===== src/pkg/ptb_params.svh =====
// Register offsets, field positions, reset values and timing counts of the periodic timer.
`ifndef PTB_PARAMS_SVH
`define PTB_PARAMS_SVH

// ==========================================================================
// Bus geometry
`define PTB_ADDR_W 8
`define PTB_DATA_W 32

// ==========================================================================
// Register byte offsets
`define PTB_ADDR_CTRL 8'h00
`define PTB_ADDR_PERIOD 8'h04
`define PTB_ADDR_CMP0 8'h08
`define PTB_ADDR_COUNT 8'h0C
`define PTB_ADDR_INT_STATUS 8'h10
`define PTB_ADDR_INT_CLEAR 8'h14
`define PTB_ADDR_INT_ENABLE 8'h18
`define PTB_ADDR_PIN_OUT 8'h1C

// ==========================================================================
// Field positions
`define PTB_CTRL_ENABLE_BIT 0
`define PTB_CTRL_MODE_BIT 1
`define PTB_CTRL_PRESC_LSB 4
`define PTB_CTRL_PRESC_MSB 6
`define PTB_FLAG_WRAP_BIT 0
`define PTB_FLAG_MATCH_BIT 1

// ==========================================================================
// Timing and reset values
`define PTB_CLK_HZ 125000000
`define PTB_PRESC_MAX 1024
`define PTB_PERIOD_MS 500
`define PTB_PERIOD_TICKS ((`PTB_CLK_HZ / `PTB_PRESC_MAX) * `PTB_PERIOD_MS / 1000)
`define PTB_PERIOD_RESET 16'(`PTB_PERIOD_TICKS - 1)
`define PTB_PRESC_RESET 3'h7
`define PTB_INT_ENABLE_RESET 2'h1
`define PTB_RESP_OKAY 2'h0
`define PTB_RESP_SLVERR 2'h2

`endif


===== src/pkg/ptb_pkg.sv =====
// Types shared by the periodic timer modules.
package ptb_pkg;

  typedef enum logic
  {
    PTB_MODE_TIMER = 1'b0,
    PTB_MODE_COMPARE = 1'b1
  } ptb_mode_t;

  typedef struct packed {
    logic [2:0] presc;
    ptb_mode_t mode;
    logic enable;
  } ptb_ctrl_t;

  typedef struct packed {
    logic match;
    logic wrap;
  } ptb_flags_t;

endpackage


===== src/rtl/ptb_timer.sv =====
// Periodic 16-bit timer with compare waveform output and AXI4-Lite registers.
// Overview of operation
// - Counter is sixteen bits, wraps at top.
// - Prescaler divides input clock, up to 1024.
// - Timer mode sets wrap flag each period.
// - Wrap interrupt enable is set after reset.
// - Enable bit readable; software toggles it.
// - Compare mode drives waveform onto LED pin.
// - Compare value sets period; match flag marks.
//
// Implementation choices: the AXI4-Lite interface to the registers and the register offsets.
`timescale 1ns/1ps
`include "ptb_params.svh"
module ptb_timer
  import ptb_pkg::*;
(
  // Clock and reset
  input wire logic aclk,
  input wire logic aresetn,
  // AXI4-Lite write address
  input wire logic [`PTB_ADDR_W-1:0] s_axi_awaddr,
  input wire logic [2:0] s_axi_awprot,
  input wire logic s_axi_awvalid,
  output logic s_axi_awready,
  // AXI4-Lite write data
  input wire logic [`PTB_DATA_W-1:0] s_axi_wdata,
  input wire logic [3:0] s_axi_wstrb,
  input wire logic s_axi_wvalid,
  output logic s_axi_wready,
  // AXI4-Lite write response
  output logic [1:0] s_axi_bresp,
  output logic s_axi_bvalid,
  input wire logic s_axi_bready,
  // AXI4-Lite read address
  input wire logic [`PTB_ADDR_W-1:0] s_axi_araddr,
  input wire logic [2:0] s_axi_arprot,
  input wire logic s_axi_arvalid,
  output logic s_axi_arready,
  // AXI4-Lite read data
  output logic [`PTB_DATA_W-1:0] s_axi_rdata,
  output logic [1:0] s_axi_rresp,
  output logic s_axi_rvalid,
  input wire logic s_axi_rready,
  // Interrupt and pin
  output logic irq,
  output logic timer_waveform_output_zero
);

  // ==========================================================================
  // Declarations
  ptb_ctrl_t primary_control_register;
  ptb_flags_t interrupt_flag_register;
  logic [1:0] int_enable;
  logic [15:0] period;
  logic [15:0] cmp0;
  logic [15:0] count;
  logic pin_out;
  logic wave;
  logic tick;
  logic [15:0] top;
  logic at_top;
  logic wrap_evt;
  logic match_evt;
  logic [`PTB_ADDR_W-1:0] wr_addr;
  logic [`PTB_DATA_W-1:0] wr_data;
  logic [3:0] wr_strb;
  logic aw_held;
  logic w_held;
  logic wr_do;
  logic wr_hit;
  logic rd_hit;
  logic [`PTB_DATA_W-1:0] rd_word;
  logic [`PTB_DATA_W-1:0] ctrl_word;
  logic [`PTB_DATA_W-1:0] next_ctrl_word;

  // Merges the written bytes into an old word according to the byte strobes.
  function automatic logic [31:0] merge_strb(input logic [31:0] old_w, input logic [31:0] new_w,
                                             input logic [3:0] strb);
    logic [31:0] res;
    res = old_w;
    for (int i = 0; i < 4; i++)
    begin
      if (strb[i])
        res[i*8 +: 8] = new_w[i*8 +: 8];
    end
    return res;
  endfunction

  // ==========================================================================
  // AXI4-Lite write channel: address and data taken in either order.
  assign wr_do = aw_held && w_held && !s_axi_bvalid;

  always_ff @(posedge aclk)
  begin
    if (!aresetn)
    begin
      aw_held <= 1'b0;
      s_axi_awready <= 1'b1;
      wr_addr <= '0;
    end
    else if (s_axi_awvalid && s_axi_awready)
    begin
      aw_held <= 1'b1;
      s_axi_awready <= 1'b0;
      wr_addr <= s_axi_awaddr;
    end
    else if (s_axi_bvalid && s_axi_bready)
    begin
      aw_held <= 1'b0;
      s_axi_awready <= 1'b1;
    end
  end

  always_ff @(posedge aclk)
  begin
    if (!aresetn)
    begin
      w_held <= 1'b0;
      s_axi_wready <= 1'b1;
      wr_data <= '0;
      wr_strb <= 4'h0;
    end
    else if (s_axi_wvalid && s_axi_wready)
    begin
      w_held <= 1'b1;
      s_axi_wready <= 1'b0;
      wr_data <= s_axi_wdata;
      wr_strb <= s_axi_wstrb;
    end
    else if (s_axi_bvalid && s_axi_bready)
    begin
      w_held <= 1'b0;
      s_axi_wready <= 1'b1;
    end
  end

  always_comb
  begin
    unique case (wr_addr)
      `PTB_ADDR_CTRL, `PTB_ADDR_PERIOD, `PTB_ADDR_CMP0, `PTB_ADDR_INT_CLEAR,
      `PTB_ADDR_INT_ENABLE, `PTB_ADDR_PIN_OUT: wr_hit = 1'b1;
      default: wr_hit = 1'b0;
    endcase
  end

  always_ff @(posedge aclk)
  begin
    if (!aresetn)
    begin
      s_axi_bvalid <= 1'b0;
      s_axi_bresp <= `PTB_RESP_OKAY;
    end
    else if (wr_do)
    begin
      s_axi_bvalid <= 1'b1;
      s_axi_bresp <= wr_hit ? `PTB_RESP_OKAY : `PTB_RESP_SLVERR;
    end
    else if (s_axi_bready)
      s_axi_bvalid <= 1'b0;
  end

  // ==========================================================================
  // Software-written registers.
  assign ctrl_word = {25'h0, primary_control_register.presc, 2'h0,
                      primary_control_register.mode, primary_control_register.enable};
  assign next_ctrl_word = merge_strb(ctrl_word, wr_data, wr_strb);

  always_ff @(posedge aclk)
  begin
    if (!aresetn)
    begin
      primary_control_register.enable <= 1'b0;
      primary_control_register.mode <= PTB_MODE_TIMER;
      primary_control_register.presc <= `PTB_PRESC_RESET;
    end
    else if (wr_do && wr_addr == `PTB_ADDR_CTRL)
    begin
      primary_control_register.enable <= next_ctrl_word[`PTB_CTRL_ENABLE_BIT];
      primary_control_register.mode <= ptb_mode_t'(next_ctrl_word[`PTB_CTRL_MODE_BIT]);
      primary_control_register.presc <= next_ctrl_word[`PTB_CTRL_PRESC_MSB:`PTB_CTRL_PRESC_LSB];
    end
  end

  always_ff @(posedge aclk)
  begin
    if (!aresetn)
    begin
      period <= `PTB_PERIOD_RESET;
      cmp0 <= `PTB_PERIOD_RESET;
      pin_out <= 1'b0;
    end
    else if (wr_do)
    begin
      if (wr_addr == `PTB_ADDR_PERIOD)
        period <= 16'(merge_strb({16'h0, period}, wr_data, wr_strb));
      if (wr_addr == `PTB_ADDR_CMP0)
        cmp0 <= 16'(merge_strb({16'h0, cmp0}, wr_data, wr_strb));
      if (wr_addr == `PTB_ADDR_PIN_OUT && wr_strb[0])
        pin_out <= wr_data[0];
    end
  end

  always_ff @(posedge aclk)
  begin
    if (!aresetn)
      int_enable <= `PTB_INT_ENABLE_RESET;
    else if (wr_do && wr_addr == `PTB_ADDR_INT_ENABLE && wr_strb[0])
      int_enable <= wr_data[1:0];
  end

  // ==========================================================================
  // Prescaler and 16-bit counter.
  ptb_prescaler u_presc
  (
    .aclk(aclk),
    .aresetn(aresetn),
    .run(primary_control_register.enable),
    .sel(primary_control_register.presc),
    .tick(tick)
  );

  assign top = (primary_control_register.mode == PTB_MODE_COMPARE) ? cmp0 : period;
  assign at_top = tick && (count == top);
  assign wrap_evt = at_top && primary_control_register.mode == PTB_MODE_TIMER;
  assign match_evt = at_top && primary_control_register.mode == PTB_MODE_COMPARE;

  always_ff @(posedge aclk)
  begin
    if (!aresetn)
      count <= 16'h0000;
    else if (at_top)
      count <= 16'h0000;
    else if (tick)
      count <= count + 16'h0001;
  end

  // ==========================================================================
  // Flags: a new event wins over a simultaneous write-one clear.
  genvar gi;
  generate
    for (gi = 0; gi < 2; gi++)
    begin : g_flag
      logic evt;
      assign evt = (gi == `PTB_FLAG_WRAP_BIT) ? wrap_evt : match_evt;
      always_ff @(posedge aclk)
      begin
        if (!aresetn)
          interrupt_flag_register[gi] <= 1'b0;
        else if (evt)
          interrupt_flag_register[gi] <= 1'b1;
        else if (wr_do && wr_addr == `PTB_ADDR_INT_CLEAR && wr_strb[0] && wr_data[gi])
          interrupt_flag_register[gi] <= 1'b0;
      end
    end
  endgenerate

  always_ff @(posedge aclk)
  begin
    if (!aresetn)
      irq <= 1'b0;
    else
      irq <= |(interrupt_flag_register & int_enable);
  end

  // ==========================================================================
  // Waveform toggles on each compare match; the pin follows it in compare mode.
  always_ff @(posedge aclk)
  begin
    if (!aresetn)
      wave <= 1'b0;
    else if (match_evt)
      wave <= ~wave;
  end

  always_ff @(posedge aclk)
  begin
    if (!aresetn)
      timer_waveform_output_zero <= 1'b0;
    else if (primary_control_register.mode == PTB_MODE_COMPARE)
      timer_waveform_output_zero <= wave;
    else
      timer_waveform_output_zero <= pin_out;
  end

  // ==========================================================================
  // AXI4-Lite read channel.
  always_comb
  begin
    rd_hit = 1'b1;
    rd_word = 32'h0000_0000;
    unique case (s_axi_araddr)
      `PTB_ADDR_CTRL: rd_word = ctrl_word;
      `PTB_ADDR_PERIOD: rd_word = {16'h0000, period};
      `PTB_ADDR_CMP0: rd_word = {16'h0000, cmp0};
      `PTB_ADDR_COUNT: rd_word = {16'h0000, count};
      `PTB_ADDR_INT_STATUS: rd_word = {30'h0, interrupt_flag_register};
      `PTB_ADDR_INT_CLEAR: rd_word = 32'h0000_0000;
      `PTB_ADDR_INT_ENABLE: rd_word = {30'h0, int_enable};
      `PTB_ADDR_PIN_OUT: rd_word = {31'h0, pin_out};
      default: rd_hit = 1'b0;
    endcase
  end

  always_ff @(posedge aclk)
  begin
    if (!aresetn)
    begin
      s_axi_arready <= 1'b1;
      s_axi_rvalid <= 1'b0;
      s_axi_rdata <= 32'h0000_0000;
      s_axi_rresp <= `PTB_RESP_OKAY;
    end
    else if (s_axi_arvalid && s_axi_arready)
    begin
      s_axi_arready <= 1'b0;
      s_axi_rvalid <= 1'b1;
      s_axi_rdata <= rd_word;
      s_axi_rresp <= rd_hit ? `PTB_RESP_OKAY : `PTB_RESP_SLVERR;
    end
    else if (s_axi_rvalid && s_axi_rready)
    begin
      s_axi_arready <= 1'b1;
      s_axi_rvalid <= 1'b0;
    end
  end
endmodule


===== src/rtl/ptb_prescaler.sv =====
// Clock prescaler that gives a one-cycle count enable at aclk divided by 1 to 1024.
`timescale 1ns/1ps
`include "ptb_params.svh"
module ptb_prescaler
  import ptb_pkg::*;
(
  // Clock and reset
  input wire logic aclk,
  input wire logic aresetn,
  // Control
  input wire logic run,
  input wire logic [2:0] sel,
  // Count enable
  output logic tick
);

  logic [9:0] div_cnt;
  logic [9:0] mask;

  // ========================================================================
  // Ratio selection: 1, 2, 4, 8, 16, 64, 256, 1024.
  always_comb
  begin
    unique case (sel)
      3'h0: mask = 10'h000;
      3'h1: mask = 10'h001;
      3'h2: mask = 10'h003;
      3'h3: mask = 10'h007;
      3'h4: mask = 10'h00F;
      3'h5: mask = 10'h03F;
      3'h6: mask = 10'h0FF;
      3'h7: mask = 10'h3FF;
    endcase
  end

  // ========================================================================
  // Divider restarts whenever the timer is stopped so a start gives a full first tick.
  always_ff @(posedge aclk)
  begin
    if (!aresetn || !run)
      div_cnt <= 10'h000;
    else if ((div_cnt & mask) == mask)
      div_cnt <= 10'h000;
    else
      div_cnt <= div_cnt + 10'h001;
  end

  assign tick = run && ((div_cnt & mask) == mask);
endmodule


===== config.mk =====
export PLATFORM = sky130hd
export DESIGN_NAME = ptb_timer
export DESIGN_NICKNAME = d
export VERILOG_FILES = /design/src/pkg/ptb_pkg.sv /design/src/rtl/ptb_timer.sv /design/src/rtl/ptb_prescaler.sv
export VERILOG_INCLUDE_DIRS = /design/src /design/src/pkg
export SDC_FILE = /design/constraint.sdc
export NUM_CORES = 1
export LEC_CHECK = 0
export BUFFER_PORTS_ARGS = -buffer_cell sky130_fd_sc_hd__buf_2
export CAP_MARGIN = 20
export CORE_ASPECT_RATIO = 0.9
export CORE_MARGIN = 2
export CORE_UTILIZATION = 35
export CTS_CLUSTER_SIZE = 16
export DETAILED_ROUTE_END_ITERATION = 7
export PLACE_DENSITY = 0.6
export REMOVE_ABC_BUFFERS = 1
export SYNTH_ARGS = -nofsm -noshare
export SYNTH_HDL_FRONTEND = slang
export SYNTH_SLANG_ARGS = --single-unit

===== constraint.sdc =====
create_clock -name aclk -period 2.3 [get_ports aclk]
set_clock_uncertainty 0.2 [all_clocks]
set_input_delay 0.115 -clock aclk [delete_from_list [all_inputs] [get_ports aclk]]
set_output_delay 0.115 -clock aclk [all_outputs]
set_load 0.02 [all_outputs]

==> run metrics <==
total area of sequential cells=2580 sq um; Hold WC Path Type=primary input to flip-flop; clk sink count=129; worst setup path class=flip-flop to flip-flop; CP Data Arrival Time=2.53 ns; total chip power=0.00523 W; Final Cycle Share=106%; Clock power frac=48.7%; combinational power share=7.0%; RePlAce Congestion=0.788; Vias=4900; R2R depth=6; Initial Util=35.7%; synthesized area per cell=8.52 sq um; Worst-path clk slew=0.05 ns; clk_lat worst skew=0.42 ns; Final Util=46.4%; worst-path fanout max=4; synth cell count leaders=135 x nand2_1, 129 x dfxtp_1, 63 x nand3_1; DR WL/cell=13.9 um; ANT nets after route=0; r2r setup slk=-0.13 ns; Post-route DRC=0; Vias/cell=4.80; Pleak=3.03 nW; Seq cells post-synth=129; CTS H-Tree Depth=4; Worst R2R Start=wr_addr[1]$_SDFFE_PN0P_; Final nets=872; most common cell in the netlist=nand2_1; cells after synthesis=675; Pre-antenna DRT Iters=4; io pins=108; hold_sp=s_axi_araddr[1]; async set-reset flop share out of synthesis=0%; NetSw=0.00117 W; Worst R2R End=u_presc.mask[0]$_SDFF_PP1_; final slew viol count=0; hold endpoint=s_axi_rdata[1]$_SDFFE_PN0P_; RSZ-0062 raised after global routing=true; full die area=17500 sq um; sequential area share after synthesis=44.9%; Worst EP required=2.40 ns; crit end category=flip-flop; synth warn=0; pwr dens=700 nW/um^2; DIE WIDTH=139 um; antenna violations before repair=0; slowest stage cell, crit path=or4_4; DP Worst Slack=-0.133 ns; CTS tree=yes; HPWL after DPL=9870 um; Setup WS post-layout=-0.134 ns; number of global-route vias before repair=4470; clock buffer depth=2; Net Sw Frac=22.4%; Synth area leaders=dfxtp_1 45%, nand2_1 8.8%, nand3_1 5.5%, a21oi_1 5.4%, mux2i_1 4.9%; overflow left after global routing=0; multi-input logic area=2970 sq um; peak supply drop=0.513 mV; WP buf/inv=0; Starting DRT DRC Count=344; Reg power frac=44.3%; Fin Hold WS=0.0209 ns; overall routing resource usage=16.6%; final hold vios=0; Tmin final=2.43 ns; hold depth=6; Post-synth EDFFs=0; first-pass GRT wire length=23300 um; status=finished with violations; P_int=0.00406 W; Most used DFF post-synth=dfxtp_1; Area Growth Syn to Fin=30.0%; PortBufs=65; number of max-cap violations=0; Num CTS Buffers=17; Synth cell types=50; worst-path cell chain=or4_4 > or3_4 > and3b_2 > mux2i_1 > nand2_1 > or3_1; final setup fails=11; largest net degree at the start of global routing=33; Rows=44; crit-path max cell delay=0.52 ns; number of diodes=0; Slew @ Worst Pin=0.653 ns; top-area cell type share of the netlist area=44.9%; CP startpoint kind=flip-flop; Max Clock Freq=0.411 GHz; Fillers=1585; delay-heaviest family, CP=simple AND/OR/NAND/NOR gates; failing checks=negative setup slack; slew margin rel.=56.4%; final WL=14200 um; core area=16100 sq um; Setup Total Neg Slack=-0.870 ns; Vert. Die Dim=126 um; Mapped Area=5750 sq um; root buffer cell=clkbuf_16; dominant cell type by area after synthesis=dfxtp_1; share of layout cells above drive strength 1=21.1%
==> cells in the final DEF, fill, tap and decap left out, types with 19 or more instances in the layout <==
master           n
a21oi_1         61
buf_2           66
buf_4           37
dfxtp_1        128
dlygate4sd3_1   39
mux2i_1         27
nand2_1        130
nand3_1         63
nor2_1          50
xnor2_1         19
==> worst min-delay path: stages <==
cell	delay (ns)
buf_2	0.07
nor3_1	0.03
nand2_1	0.14
nor2_1	0.07
a21oi_1	0.11
nor2_1	0.04
==> routing by layer <==
metal	track usage, %	vias up	share of wire (%)
met5	0	-	0
met4	4.81	0	0.88
met3	4.07	7	5.1
met2	23.6	108	42
met1	24.8	2251	52
li1	-	2534	-
==> how the worst max path moves through the flow <==
stage                                       start                          to  slack, ns  cells past startpoint
final                     wr_addr[1]$_SDFFE_PN0P_  u_presc.mask[0]$_SDFF_PP1_      -0.13                      6
after global routing      wr_addr[1]$_SDFFE_PN0P_  u_presc.mask[0]$_SDFF_PP1_      -0.23                      6
after CTS                 wr_addr[1]$_SDFFE_PN0P_  u_presc.mask[8]$_SDFF_PN0_      -0.14                      7
after detailed placement  wr_addr[1]$_SDFFE_PN0P_  u_presc.mask[0]$_SDFF_PP1_      -0.13                      6
after global placement    wr_addr[1]$_SDFFE_PN0P_  u_presc.mask[0]$_SDFF_PP1_      -0.09                      6
after floorplan           wr_addr[1]$_SDFFE_PN0P_     period[12]$_SDFFE_PN0P_      -0.40                      6
==> repair_timing <==
| action | CTS | global route |
|---|---|---|
| pin swaps | 1 | 5 |
| endpoints found under the hold margin | 61 | 0 |
| hold buffers | 39 | 0 |
| setup buffers | 1 | 9 |
| setup endpoints to repair | 26 | 59 |
| resized for setup | 5 | 14 |
| cloned | 0 | 1 |
==> registers in the layout (all words and copies together) (netlist names), 2 cells and up <==
register	count
s_axi_rdata	16
u_presc.mask	7
wr_strb	2
cmp0	16
count	16
interrupt_flag_register	2
ctrl_word	5
period	16
wr_data	16
int_enable	2
wr_addr	8
u_presc.div_cnt	10
==> kinds of logic (layout without fill, tap and decap cells) <==
logic type	after synthesis	count (layout)	synth area share, %
AO/OA/AOI/OAI	99	99	10.4
XOR/XNOR	37	37	5.63
adder cells (fa/ha/maj)	2	2	0.435
buffers and inverters	61	183	5.55
flip-flops	129	129	44.9
multiplexers	44	44	8.79
other	1	18	0.0652
AND/OR/NAND/NOR	302	302	24.3
==> metrics by stage <==
stage                     cells  cell area (sq um)
after floorplan             638               5520
after global placement      943               6390
after detailed placement    943               6390
after CTS                  1011               7350
after global routing       1021               7480
final                      1021               7480
==> power groups by stage <==
stage,combinational (W),clock (W),sequential [W]
after detailed placement,0.000312,0,0.00236
after floorplan,0.000167,0,0.00237
final,0.000368,0.00255,0.00232
after global placement,0.000312,0,0.00236
after global routing,0.000408,0.00270,0.00232
after CTS,0.000366,0.00261,0.00232
==> layout make-up <==
type | instances | area share (%)
Clock buffer | 22 | 6.21
Clock inverter | 6 | 1.14
Inverter | 7 | 0.351
Multi-Input combinational cell | 502 | 39.7
Sequential cell | 129 | 34.5
Tap cell | 207 | 3.46
Timing Repair Buffer | 148 | 14.6
No activity file was read; power rests on OpenSTA's default activity.
